**config.mk**
```make
export PLATFORM = sky130hd
export DESIGN_NAME = gpio_function_mux
export DESIGN_NICKNAME = d
export VERILOG_FILES = /design/src/core/gpio_mux_pkg.sv /design/src/core/gpio_sync2.sv /design/src/core/gpio_pin_slice.sv /design/src/core/gpio_function_mux.sv
export SDC_FILE = /design/constraint.sdc
export NUM_CORES = 1
export LEC_CHECK = 0
export BUFFER_PORTS_ARGS = -buffer_cell sky130_fd_sc_hd__buf_2
export CORE_MARGIN = 1
export CORE_UTILIZATION = 25
export DETAILED_ROUTE_END_ITERATION = 7
export MAX_ROUTING_LAYER = met4
export PLACE_DENSITY_LB_ADDON = 0.05
export RECOVER_POWER = 25
export SYNTH_ARGS = -nofsm -noshare
export SYNTH_HDL_FRONTEND = slang
export SYNTH_SLANG_ARGS = --single-unit
export TNS_END_PERCENT = 50
```
**constraint.sdc**
```tcl
create_clock -name clk_in -period 2 [get_ports clk_in]
set_input_delay 0.2 -clock clk_in [delete_from_list [all_inputs] [get_ports clk_in]]
set_output_delay 0.2 -clock clk_in [all_outputs]
set_load 0.005 [all_outputs]
```
**src/core/gpio_mux_pkg.sv**
```systemverilog
// package for the four-pin general-purpose i/o function block
// assumes one 50 MHz clock, synchronous active-high reset
package gpio_mux_pkg;
   // ==========================================================
   // register offsets (byte addresses on the device register port)
   localparam logic [11:0] ADDR_PIN_DIRECTION = 12'h06E;
   localparam logic [11:0] ADDR_IN_SEL_BIT2 = 12'h06F;
   localparam logic [11:0] ADDR_IN_SEL_BIT1 = 12'h070;
   localparam logic [11:0] ADDR_IN_SEL_BIT0 = 12'h071;
   localparam logic [11:0] ADDR_OUT_SEL_BIT2 = 12'h072;
   localparam logic [11:0] ADDR_OUT_SEL_BIT1 = 12'h073;
   localparam logic [11:0] ADDR_OUT_SEL_BIT0 = 12'h074;
   localparam logic [11:0] ADDR_RESERVED_SLOT = 12'h075;
   localparam logic [11:0] ADDR_PIN_OUT_VALUES = 12'h076;
   localparam logic [11:0] ADDR_PIN_IN_LEVELS = 12'h219;
   // ==========================================================
   // field layout and reset values
   localparam int PIN_COUNT = 4;
   localparam int CLK_OUT_COUNT = 8;
   localparam int HALF_CLK_OUTS = 4;
   localparam logic [3:0] DIR_RESET = 4'h0;
   localparam logic [3:0] DRIVE_RESET = 4'h0;
   localparam logic [3:0] SEL_BIT_RESET = 4'h0;
   localparam logic [3:0] RSVD_HIGH_NIBBLE = 4'h0;
   localparam int MANUAL_SEL_PIN = 2;
   // ==========================================================
   // input function codes
   localparam logic [2:0] IN_FUNC_PLAIN = 3'h0;
   localparam logic [2:0] IN_FUNC_GATE_LOW = 3'h1;
   localparam logic [2:0] IN_FUNC_GATE_HIGH = 3'h2;
   localparam logic [2:0] IN_FUNC_REF_SELECT = 3'h5;
   // output source codes
   localparam logic [2:0] OUT_SRC_DRIVE = 3'h0;
   localparam logic [2:0] OUT_SRC_FLAG_A = 3'h1;
   localparam logic [2:0] OUT_SRC_FLAG_B = 3'h2;
endpackage : gpio_mux_pkg

```
**src/core/gpio_sync2.sv**
```systemverilog
// two-stage synchroniser for one asynchronous level
// assumes the input is a pin level unrelated to clk_in
`default_nettype none
module gpio_sync2
   import gpio_mux_pkg::*;
(
   input wire logic clk_in,
   input wire logic rst_in,
   input wire logic level_in,
   output logic level_out
);
   // ==========================================================
   // stages
   logic meta_q; // first stage, read only by the second
   logic meta_d;
   logic sync_q; // settled level
   logic sync_d;

   // next values
   always_comb begin
      meta_d = level_in;
      sync_d = meta_q;
   end

   // registers
   always_ff @(posedge clk_in) begin
      if (rst_in) begin
         meta_q <= 1'b0;
         sync_q <= 1'b0;
      end else begin
         meta_q <= meta_d;
         sync_q <= sync_d;
      end
   end

   assign level_out = sync_q;
endmodule : gpio_sync2
`default_nettype wire

```
**src/core/gpio_pin_slice.sv**
```systemverilog
// per-pin function decode: direction, input function, output source
// assumes synchronised pin level and registered select codes
`default_nettype none
module gpio_pin_slice
   import gpio_mux_pkg::*;
#(
   parameter bit HAS_REF_SELECT = 1'b0, // only pin 2 can steer the reference
   parameter bit HAS_FLAG_A = 1'b1, // pin 3 lacks the code-001 source
   parameter bit HAS_FLAG_B = 1'b0
) (
   input wire logic is_output_in,
   input wire logic [2:0] in_func_in,
   input wire logic [2:0] out_src_in,
   input wire logic level_in,
   input wire logic drive_in,
   input wire logic flag_a_in,
   input wire logic flag_b_in,
   output logic status_en_out,
   output logic gate_low_en_out,
   output logic gate_high_en_out,
   output logic ref_sel_en_out,
   output logic pin_value_out
);
   // ==========================================================
   // decode; reserved codes select nothing and drive low
   always_comb begin
      status_en_out = 1'b0;
      gate_low_en_out = 1'b0;
      gate_high_en_out = 1'b0;
      ref_sel_en_out = 1'b0;
      pin_value_out = 1'b0;
      if (!is_output_in) begin
         // input side
         if (in_func_in == IN_FUNC_PLAIN) begin
            status_en_out = 1'b1;
         end else if (in_func_in == IN_FUNC_GATE_LOW) begin
            gate_low_en_out = 1'b1;
         end else if (in_func_in == IN_FUNC_GATE_HIGH) begin
            gate_high_en_out = 1'b1;
         end else if (HAS_REF_SELECT && in_func_in == IN_FUNC_REF_SELECT) begin
            ref_sel_en_out = 1'b1;
         end
      end else begin
         // output side
         if (out_src_in == OUT_SRC_DRIVE) begin
            pin_value_out = drive_in;
         end else if (HAS_FLAG_A && out_src_in == OUT_SRC_FLAG_A) begin
            pin_value_out = flag_a_in;
         end else if (HAS_FLAG_B && out_src_in == OUT_SRC_FLAG_B) begin
            pin_value_out = flag_b_in;
         end
      end
   end
   // level_in kept in the port list so callers see the pin pairing
   logic unused_level;
   assign unused_level = level_in;
endmodule : gpio_pin_slice
`default_nettype wire

```
**src/core/gpio_function_mux.sv**
```systemverilog
// four-pin gpio function block with its control registers
// assumes a byte-wide register port with write strobe and address,
// pin levels asynchronous, status flags synchronous to clk_in
`default_nettype none
// Notes on behaviour
// - per-pin direction, zero input, resets input
// - pin 0 input: status, gate out 0/4
// - pin 1 input: status, gate out 1/5
// - pin 2 input: status, gate 2/6, ref select
// - pin 3 input: status, gate out 3/7
// - pin 0 output: drive value or loss-of-lock
// - pin 1 output: drive value or holdover
// - pin 2 output: drive, ref0 or ref1 lost
// - pin 3 output: drive value or ref1 lost
// - drive values reach gp-output pins, reset zero
// - gp-input levels readable at 0219h
module gpio_function_mux
   import gpio_mux_pkg::*;
(
   input wire logic clk_in,
   input wire logic rst_in,
   input wire logic [11:0] reg_addr_in, // register port address
   input wire logic reg_write_in, // one-cycle write strobe
   input wire logic [7:0] reg_wdata_in,
   output logic [7:0] reg_rdata_out, // registered read data
   input wire logic [3:0] pin_level_in, // pin input buffers
   output logic [3:0] pin_drive_out, // pin output values
   output logic [3:0] pin_oe_out, // high while driven
   input wire logic loss_of_lock_in,
   input wire logic holdover_in,
   input wire logic [1:0] ref_signal_lost_flag_in,
   input wire logic [7:0] clock_out_reg_en_in, // register output enables
   output logic [7:0] clock_out_en_out, // effective output enables
   output logic manual_ref_select_out, // synchronised select level
   output logic manual_ref_select_valid_out // pin 2 owns the select
);
   // ==========================================================
   // control registers
   logic [3:0] dir_q, dir_d;
   logic [3:0] isel2_q, isel2_d;
   logic [3:0] isel1_q, isel1_d;
   logic [3:0] isel0_q, isel0_d;
   logic [3:0] osel2_q, osel2_d;
   logic [3:0] osel1_q, osel1_d;
   logic [3:0] osel0_q, osel0_d;
   logic [3:0] drive_q, drive_d;
   logic [3:0] status_q, status_d; // captured plain-input levels
   logic [7:0] rdata_q, rdata_d;
   logic [3:0] pin_q, pin_d; // registered pin drive
   logic [7:0] clk_en_q, clk_en_d;
   logic ref_sel_q, ref_sel_d;
   logic ref_val_q, ref_val_d;

   // per-pin decode results
   logic [3:0] level_sync;
   logic [3:0] status_en;
   logic [3:0] gate_low_en;
   logic [3:0] gate_high_en;
   logic [3:0] ref_sel_en;
   logic [3:0] pin_value;
   logic [3:0] flag_a;
   logic [3:0] flag_b;

   // ==========================================================
   // flags offered per pin; unused slots tie low and are masked
   // the flags are already on clk_in, so they skip the synchronisers
   assign flag_a = {1'b0, ref_signal_lost_flag_in[0], holdover_in, loss_of_lock_in};
   assign flag_b = {ref_signal_lost_flag_in[1], ref_signal_lost_flag_in[1], 1'b0, 1'b0};

   // ==========================================================
   // pin slices
   genvar gi;
   generate
      for (gi = 0; gi < PIN_COUNT; gi++) begin : g_pin
         // raw pin levels are never read before two stages
         gpio_sync2 u_sync (
            .clk_in(clk_in),
            .rst_in(rst_in),
            .level_in(pin_level_in[gi]),
            .level_out(level_sync[gi])
         );
         gpio_pin_slice #(
            .HAS_REF_SELECT(gi == MANUAL_SEL_PIN),
            .HAS_FLAG_A(gi != 3),
            .HAS_FLAG_B(gi >= 2)
         ) u_slice (
            .is_output_in(dir_q[gi]),
            .in_func_in({isel2_q[gi], isel1_q[gi], isel0_q[gi]}),
            .out_src_in({osel2_q[gi], osel1_q[gi], osel0_q[gi]}),
            .level_in(level_sync[gi]),
            .drive_in(drive_q[gi]),
            .flag_a_in(flag_a[gi]),
            .flag_b_in(flag_b[gi]),
            .status_en_out(status_en[gi]),
            .gate_low_en_out(gate_low_en[gi]),
            .gate_high_en_out(gate_high_en[gi]),
            .ref_sel_en_out(ref_sel_en[gi]),
            .pin_value_out(pin_value[gi])
         );
      end
   endgenerate

   // ==========================================================
   // register writes; reserved upper bits are simply not stored
   always_comb begin
      dir_d = dir_q;
      isel2_d = isel2_q;
      isel1_d = isel1_q;
      isel0_d = isel0_q;
      osel2_d = osel2_q;
      osel1_d = osel1_q;
      osel0_d = osel0_q;
      drive_d = drive_q;
      if (reg_write_in) begin
         if (reg_addr_in == ADDR_PIN_DIRECTION) begin
            dir_d = reg_wdata_in[3:0];
         end else if (reg_addr_in == ADDR_IN_SEL_BIT2) begin
            isel2_d = reg_wdata_in[3:0];
         end else if (reg_addr_in == ADDR_IN_SEL_BIT1) begin
            isel1_d = reg_wdata_in[3:0];
         end else if (reg_addr_in == ADDR_IN_SEL_BIT0) begin
            isel0_d = reg_wdata_in[3:0];
         end else if (reg_addr_in == ADDR_OUT_SEL_BIT2) begin
            osel2_d = reg_wdata_in[3:0];
         end else if (reg_addr_in == ADDR_OUT_SEL_BIT1) begin
            osel1_d = reg_wdata_in[3:0];
         end else if (reg_addr_in == ADDR_OUT_SEL_BIT0) begin
            osel0_d = reg_wdata_in[3:0];
         end else if (reg_addr_in == ADDR_PIN_OUT_VALUES) begin
            drive_d = reg_wdata_in[3:0];
         end
      end
   end

   // ==========================================================
   // read mux; reserved slot and unmapped addresses read zero
   always_comb begin
      rdata_d = 8'h00;
      if (reg_addr_in == ADDR_PIN_DIRECTION) begin
         rdata_d = {RSVD_HIGH_NIBBLE, dir_q};
      end else if (reg_addr_in == ADDR_IN_SEL_BIT2) begin
         rdata_d = {RSVD_HIGH_NIBBLE, isel2_q};
      end else if (reg_addr_in == ADDR_IN_SEL_BIT1) begin
         rdata_d = {RSVD_HIGH_NIBBLE, isel1_q};
      end else if (reg_addr_in == ADDR_IN_SEL_BIT0) begin
         rdata_d = {RSVD_HIGH_NIBBLE, isel0_q};
      end else if (reg_addr_in == ADDR_OUT_SEL_BIT2) begin
         rdata_d = {RSVD_HIGH_NIBBLE, osel2_q};
      end else if (reg_addr_in == ADDR_OUT_SEL_BIT1) begin
         rdata_d = {RSVD_HIGH_NIBBLE, osel1_q};
      end else if (reg_addr_in == ADDR_OUT_SEL_BIT0) begin
         rdata_d = {RSVD_HIGH_NIBBLE, osel0_q};
      end else if (reg_addr_in == ADDR_PIN_OUT_VALUES) begin
         rdata_d = {RSVD_HIGH_NIBBLE, drive_q};
      end else if (reg_addr_in == ADDR_PIN_IN_LEVELS) begin
         rdata_d = {RSVD_HIGH_NIBBLE, status_q};
      end
   end

   // ==========================================================
   // datapath next values
   always_comb begin
      // plain inputs track the pin; other pins hold their last level
      for (int i = 0; i < PIN_COUNT; i++) begin
         status_d[i] = status_en[i] ? level_sync[i] : status_q[i];
      end
      pin_d = pin_value;
      // gated outputs need the pin high and the register enable
      // an ungated output simply follows its register enable
      for (int k = 0; k < HALF_CLK_OUTS; k++) begin
         clk_en_d[k] = clock_out_reg_en_in[k] & (~gate_low_en[k] | level_sync[k]);
         clk_en_d[k + HALF_CLK_OUTS] = clock_out_reg_en_in[k + HALF_CLK_OUTS]
            & (~gate_high_en[k] | level_sync[k]);
      end
      ref_sel_d = ref_sel_en[MANUAL_SEL_PIN] & level_sync[MANUAL_SEL_PIN];
      ref_val_d = ref_sel_en[MANUAL_SEL_PIN];
   end

   // ==========================================================
   // all state registers
   always_ff @(posedge clk_in) begin
      if (rst_in) begin
         dir_q <= DIR_RESET;
         isel2_q <= SEL_BIT_RESET;
         isel1_q <= SEL_BIT_RESET;
         isel0_q <= SEL_BIT_RESET;
         osel2_q <= SEL_BIT_RESET;
         osel1_q <= SEL_BIT_RESET;
         osel0_q <= SEL_BIT_RESET;
         drive_q <= DRIVE_RESET;
         status_q <= 4'h0;
         rdata_q <= 8'h00;
         pin_q <= 4'h0;
         clk_en_q <= 8'h00;
         ref_sel_q <= 1'b0;
         ref_val_q <= 1'b0;
      end else begin
         dir_q <= dir_d;
         isel2_q <= isel2_d;
         isel1_q <= isel1_d;
         isel0_q <= isel0_d;
         osel2_q <= osel2_d;
         osel1_q <= osel1_d;
         osel0_q <= osel0_d;
         drive_q <= drive_d;
         status_q <= status_d;
         rdata_q <= rdata_d;
         pin_q <= pin_d;
         clk_en_q <= clk_en_d;
         ref_sel_q <= ref_sel_d;
         ref_val_q <= ref_val_d;
      end
   end

   // ==========================================================
   // outputs
   assign reg_rdata_out = rdata_q;
   assign pin_drive_out = pin_q;
   assign pin_oe_out = dir_q;
   assign clock_out_en_out = clk_en_q;
   assign manual_ref_select_out = ref_sel_q;
   assign manual_ref_select_valid_out = ref_val_q;

   // ==========================================================
   // assertions
   // every output is registered, so each check looks one edge past its cause
   a_dir_drives_oe: assert property (@(posedge clk_in) disable iff (rst_in)
      $past(reg_write_in) && $past(reg_addr_in) == ADDR_PIN_DIRECTION
      |-> pin_oe_out == $past(reg_wdata_in[3:0]))
      else $error("direction write not reflected on output enables");
   a_gp_out_value: assert property (@(posedge clk_in) disable iff (rst_in)
      dir_q[0] && {osel2_q[0], osel1_q[0], osel0_q[0]} == OUT_SRC_DRIVE && $stable(dir_q)
      |=> pin_drive_out[0] == $past(drive_q[0]))
      else $error("pin 0 not driven from drive value");
   a_lock_on_pin0: assert property (@(posedge clk_in) disable iff (rst_in)
      dir_q[0] && {osel2_q[0], osel1_q[0], osel0_q[0]} == OUT_SRC_FLAG_A
      |=> pin_drive_out[0] == $past(loss_of_lock_in))
      else $error("pin 0 does not show loss of lock");
   a_hold_on_pin1: assert property (@(posedge clk_in) disable iff (rst_in)
      dir_q[1] && {osel2_q[1], osel1_q[1], osel0_q[1]} == OUT_SRC_FLAG_A
      |=> pin_drive_out[1] == $past(holdover_in))
      else $error("pin 1 does not show holdover");
   a_los_on_pin2: assert property (@(posedge clk_in) disable iff (rst_in)
      dir_q[2] && {osel2_q[2], osel1_q[2], osel0_q[2]} == OUT_SRC_FLAG_B
      |=> pin_drive_out[2] == $past(ref_signal_lost_flag_in[1]))
      else $error("pin 2 does not show reference 1 loss");
   a_ref0_on_pin2: assert property (@(posedge clk_in) disable iff (rst_in)
      dir_q[2] && {osel2_q[2], osel1_q[2], osel0_q[2]} == OUT_SRC_FLAG_A
      |=> pin_drive_out[2] == $past(ref_signal_lost_flag_in[0]))
      else $error("pin 2 does not show reference 0 loss");
   a_ref1_on_pin3: assert property (@(posedge clk_in) disable iff (rst_in)
      dir_q[3] && {osel2_q[3], osel1_q[3], osel0_q[3]} == OUT_SRC_FLAG_B
      |=> pin_drive_out[3] == $past(ref_signal_lost_flag_in[1]))
      else $error("pin 3 does not show reference 1 loss");
   a_pin3_rsvd_low: assert property (@(posedge clk_in) disable iff (rst_in)
      dir_q[3] && {osel2_q[3], osel1_q[3], osel0_q[3]} == OUT_SRC_FLAG_A
      |=> !pin_drive_out[3])
      else $error("pin 3 reserved source drives high");
   a_gate_low_pin: assert property (@(posedge clk_in) disable iff (rst_in)
      !dir_q[0] && {isel2_q[0], isel1_q[0], isel0_q[0]} == IN_FUNC_GATE_LOW && !level_sync[0]
      |=> !clock_out_en_out[0])
      else $error("clock output 0 enabled with gate pin low");
   a_gate_low_pass: assert property (@(posedge clk_in) disable iff (rst_in)
      !dir_q[1] && {isel2_q[1], isel1_q[1], isel0_q[1]} == IN_FUNC_GATE_LOW && level_sync[1]
      |=> clock_out_en_out[1] == $past(clock_out_reg_en_in[1]))
      else $error("clock output 1 not following register enable");
   a_gate_high_block: assert property (@(posedge clk_in) disable iff (rst_in)
      !dir_q[2] && {isel2_q[2], isel1_q[2], isel0_q[2]} == IN_FUNC_GATE_HIGH && !level_sync[2]
      |=> !clock_out_en_out[6])
      else $error("clock output 6 enabled with gate pin low");
   a_gate_high_pass: assert property (@(posedge clk_in) disable iff (rst_in)
      !dir_q[3] && {isel2_q[3], isel1_q[3], isel0_q[3]} == IN_FUNC_GATE_HIGH && level_sync[3]
      |=> clock_out_en_out[7] == $past(clock_out_reg_en_in[7]))
      else $error("clock output 7 not following register enable");
   // two synchroniser stages and the capture put status three edges behind the pin
   a_status_two_stage: assert property (@(posedge clk_in) disable iff (rst_in)
      !$past(rst_in) && !$past(rst_in, 2)
      && !dir_q[1] && {isel2_q[1], isel1_q[1], isel0_q[1]} == IN_FUNC_PLAIN
      |=> status_q[1] == $past(pin_level_in[1], 3))
      else $error("status bit 1 not three edges behind pin");
   a_ref_sel_pin2: assert property (@(posedge clk_in) disable iff (rst_in)
      !dir_q[2] && {isel2_q[2], isel1_q[2], isel0_q[2]} == IN_FUNC_REF_SELECT
      |=> manual_ref_select_valid_out && manual_ref_select_out == $past(level_sync[2]))
      else $error("manual reference select not following pin 2");
   a_ref_sel_idle: assert property (@(posedge clk_in) disable iff (rst_in)
      !(!dir_q[2] && {isel2_q[2], isel1_q[2], isel0_q[2]} == IN_FUNC_REF_SELECT)
      |=> !manual_ref_select_valid_out && !manual_ref_select_out)
      else $error("manual reference select active without pin 2 owning it");
   a_status_read: assert property (@(posedge clk_in) disable iff (rst_in)
      reg_addr_in == ADDR_PIN_IN_LEVELS |=> reg_rdata_out == {4'h0, $past(status_q)})
      else $error("input level register read mismatch");
   // covers for the main scenarios
   c_pin3_ref1_out: cover property (@(posedge clk_in) disable iff (rst_in)
      dir_q[3] && {osel2_q[3], osel1_q[3], osel0_q[3]} == OUT_SRC_FLAG_B && ref_signal_lost_flag_in[1]);
   c_pin0_lock_out: cover property (@(posedge clk_in) disable iff (rst_in)
      dir_q[0] && {osel2_q[0], osel1_q[0], osel0_q[0]} == OUT_SRC_FLAG_A && loss_of_lock_in);
   c_gate_toggle: cover property (@(posedge clk_in) disable iff (rst_in)
      clock_out_en_out[4] ##1 !clock_out_en_out[4]);
   c_ref_select: cover property (@(posedge clk_in) disable iff (rst_in) manual_ref_select_out);
   c_status_read: cover property (@(posedge clk_in) disable iff (rst_in)
      reg_addr_in == ADDR_PIN_IN_LEVELS ##1 reg_rdata_out != 8'h00);
endmodule : gpio_function_mux
`default_nettype wire

```
# After elaboration in Yosys (flattened, before gate mapping)
# Cells that the tools add are included.
# classes
n_eq_ne,23
muxes,59
n_bitwise,36
reduce_logical,21
# ops
op,n
12-bit by 7-bit equality test with 1-bit output (second input constant),8
1-bit two-way mux,50
4-bit two-way mux,9
3-bit zero test,8
3-bit by 1-bit equality test with 1-bit output (second input constant),7
1-bit NOT,19
3-bit by 2-bit equality test with 1-bit output (second input constant),6
12-bit by 10-bit equality test with 1-bit output (second input constant),1
1-bit bitwise AND,9
9-bit AND reduction,1
9-bit OR reduction,1
1-bit bitwise OR,8
8-bit AND reduction,1
2-bit OR reduction,4
7-bit AND reduction,1
6-bit AND reduction,1
5-bit AND reduction,1
4-bit AND reduction,1
3-bit equality test (second input constant),1
3-bit AND reduction,1
2-bit AND reduction,1
# word_totals
register_bits,66
input_bits,39
output_inout_bits,26

# Logic depth before layout (Yosys ltp)
# depth
word_depth,10
mapped_depth,6

# By module
# From an unflattened synthesis, not the netlist that was laid out.
# unflattened
hier_cells,326
area_unflattened_um2,2952.8
# by_module_without_submodules
module,instances,cells_per_inst,area_each_um2
gpio_function_mux,1,281,2494.9
gpio_sync2,4,4,52.6
gpio_pin_slice (g_pin[0].u_slice ...),3,7,60.1
gpio_pin_slice (g_pin[2].u_slice),1,8,67.6

# Least setup slack after synthesis
# Ideal clock, no wire load.
# synth_timing
kind,input port to flip-flop
startpoint,input reg_addr_in[9]
endpoint,register isel0_q[3]
setup_time_ps,129
arrival_time_ps,1265
required_ps,1871
setup_slack_ps,606
cell_stages,6
cell_sequence,nand4bb_4 -> and4bb_2 -> buf_4 -> nand3_1 -> mux2i_1 -> nor2_1
# synth_between
elab_chain_cells,3
# synth_lines
element,line_no,source
"start, declared",gpio_function_mux.sv:22,"input wire logic [11:0] reg_addr_in,"
12-bit by 7-bit equality test with 1-bit output (on tied branches),"gpio_function_mux.sv:119, gpio_function_mux.sv:115, gpio_function_mux.sv:117",
1-bit NOT (no line),--,
5-bit AND reduction (no line) *,--,
"end signal, assigned",gpio_function_mux.sv:201,isel0_q <= isel0_d;
"end, declared",gpio_function_mux.sv:42,"logic [3:0] isel0_q, isel0_d;"
# Every way passes the cells marked *; elsewhere a longest branch is shown, timed or not.
# A chain may end at the register's enable or synchronous reset.

# Worst setup path in the final report
# layout_timing
startpoint,input rst_in
endpoint,"register clk_en_q[5], in the netlist clock_out_en_out[5]"
# layout_lines
element,line_no,source
"start, declared",gpio_function_mux.sv:21,"input wire logic rst_in,"
"end signal, assigned",gpio_function_mux.sv:209,clk_en_q <= clk_en_d;
"end, declared",gpio_function_mux.sv:50,"logic [7:0] clk_en_q, clk_en_d;"
# No word-level cell between the ends.

==> impl_results.md <==
* P&R area growth vs syn at 22.6%
* Maximum clock rate at 636 MHz
* Initial Utilization at between 20% and 30%
* DRC viols at 2
* Final layout net count at roughly 400
* DR pass1 iterations at 6
* Post-synth EDFFs at 0
* Cts bufs inserted at 9
* VDD IR max at between 0.3 and 0.4 mV
* Remaining Overflow, GRT at 0
* Failing checks: DRC
* Global Route met2 Usage at between 20% and 30%
* Clk buf depth at 2
* Initial antenna violation count at 0
* Most area-hungry cell type in the Yosys netlist: dfxtp_1
* Routed WL per cell at 16.2 um
* Worst skew pair latency at 340 ps
* Max reg flops at 8
* CTS root buf: clkbuf_16
* Top post-synthesis cells by area: dfxtp_1 43%, mux2i_1 12%, nor2_1 5.5%
* Fin. Hold Viols at 0
* Synth top area share at a little over two fifths
* Required time of the critical path at ~2200 ps
* Share of layout cells above drive strength 1 at 26.4%
* Setup CP Type: in2reg
* Number of fill cells at 1239
* Io pins at 65
* Core area at between 10000 and 15000 um^2
* CP Capture Type: flop
* Final min period at ~1600 ps
* # resized after CTS at 0
* Num rows at 39
* Port-buffer cells at 56
* Multi-input gate area at ~1500 um^2
* Synthesized area at between 2000 and 3000 um^2
* Crit path max fanout at 30
* Clock transition at path regs at about 50 ps
* CTS Sinks at 62
* Startpoint type of the worst setup path: primary input
* Layer with the highest usage: met2
* Setup TNS at 0 ps
* Syn_area_per_cell at between 9 and 10 um^2
* Hold buffer count at cts at 0
* MaxCap Viol Count at 0
* Buffer count from post-CTS setup fixing at 0
* Tcrit/Tclk final at roughly four fifths
* PwrDens at ~800 nW/um^2
* Warnings, synthesis at 0
* Syn Inst Count at 306
* Async set or reset register ratio after synthesis at 0%
* Commonest non-fill, non-tap cell in the layout: dfxtp_1
* Die Width at approximately 110 um
* Largest net degree at the start of global routing at 31
* Met1 Track Usage GR at 18.9%
* Die height at about 110 um
* Worst slack, placed at ~230 ps
* P_leak at roughly 1.6 nW
* Max transition margin at 1.55%
* Unrepaired setup endpoints after global routing: no
* Total wire length at roughly 8000 um
* Max-slew violation count at 0
* FF/Latch Area at about 1200 um^2
* Dominant synthesized flop cell: dfxtp_1
* Worst-Margin Slew at roughly 1500 ps
* Worst hold path type: in2reg
* Endpoints failing setup at 0
* DP Wirelength at 5970 um
* Vias per cell at between 4 and 5
* Synth unique cells at 51
* All-Layer GR Usage at between 10% and 20%
* First-pass GRT wire length at 12500 um
* Worst Path Arrival at about 1800 ps
* Initial DRC Count at 103
* ANT nets after route at 0
* Commonest non-fill, non-tap cells in the layout: 62 x dfxtp_1, 54 x buf_2, 43 x nor2_1
* Seq cells post-synth at a little over 60
* GP Congestion at 0.778
* DR vias at 2348
* Clk_skew at ~6.8 ps
* CTS tree: built
* H-tree levels at 3
* Number of global-route vias before repair at between 2000 and 2500
* Outcome: finished, violations left
* Final setup margin at 427 ps
* Final hold slack at about 70 ps
* Sequential area share after synthesis at between 40% and 50%
* Die Area at 12100 um^2
* # diodes at 0
* Met3 GRT Util at 4.94%
cells by family (layout without fill, tap and decap cells):
logic type,after synthesis,in the layout,share of synthesized area [%]
other,1,4,0.128
and+or+nand+nor,124,124,25.8
muxes,41,41,15.2
buffers and inverters,40,95,6.69
DFF,62,62,42.5
AOI/OAI and AO/OA,38,38,9.69
power by group:
part	leakage, nW	total, mW	internal, mW	switching (mW)
sequential	0.504	1.26	1.25	0.00565
combinational	1.01	0.165	0.0668	0.0984
clock	0.126	1.42	0.870	0.554
critical path: stages:
cell and delay (ps):
clkbuf_1 1040, buf_4 430, a311oi_1 80
cells in the mapped netlist (2+ instances only):
cell type and number:
nand4_1 2, o21bai_1 2, nand2b_1 4, nor4bb_1 2, o21ai_0 8, o31ai_1 2
and4bb_2 3, mux2_2 3, nor4_1 7, a311oi_1 8, mux2i_1 36, a32oi_1 2
nand3_1 9, nor3_1 6, dfxtp_1 62, buf_4 9, a21oi_1 6, nor2b_1 13
inv_1 15, and3_1 4, nand2_1 13, nor2_1 43, nor4_4 2, a31o_2 2
o211ai_1 2, clkbuf_1 11, and2_1 4, buf_2 3
area by class of cell:
cell class	count	area share, %
well taps	143	5.00
clock inverters	3	0.559
flip-flops and latches	62	34.7
clock buffers	13	6.99
inverters	15	1.57
multi-input cells	207	41.7
repair buffers	64	9.44
per-layer routing:
metal,up-vias,part of all wire [%]
li1,1184,-
met1,1102,47
met2,56,47
met3,6,4.9
met4,0,1.1
met5,-,0
metrics by stage:
step	cell area [um^2]	std cells	utilization [%]	total power, mW
after floorplan	2930	309	-	1.38
after global placement	3310	491	29.0	1.46
after detailed placement	3310	491	29.0	1.46
after CTS	3580	507	31.4	2.91
after global routing	3580	507	31.3	3.00
final	3580	507	31.3	2.85
path summary, 6_finish.rpt:
check                                       startpoint                   endpoint  slack [ps]  cells past startpoint
worst min-delay path                   pin_level_in[1]     g_pin[1].u_sync.meta_q          70                      2
worst max-delay path                            rst_in        clock_out_en_out[5]         430                      3
worst max register to register              osel2_q[0]           reg_rdata_out[0]         650                      5
worst min register to register  g_pin[2].u_sync.meta_q  g_pin[2].u_sync.level_out         440                      1
Power figures use the tool's default switching activity.
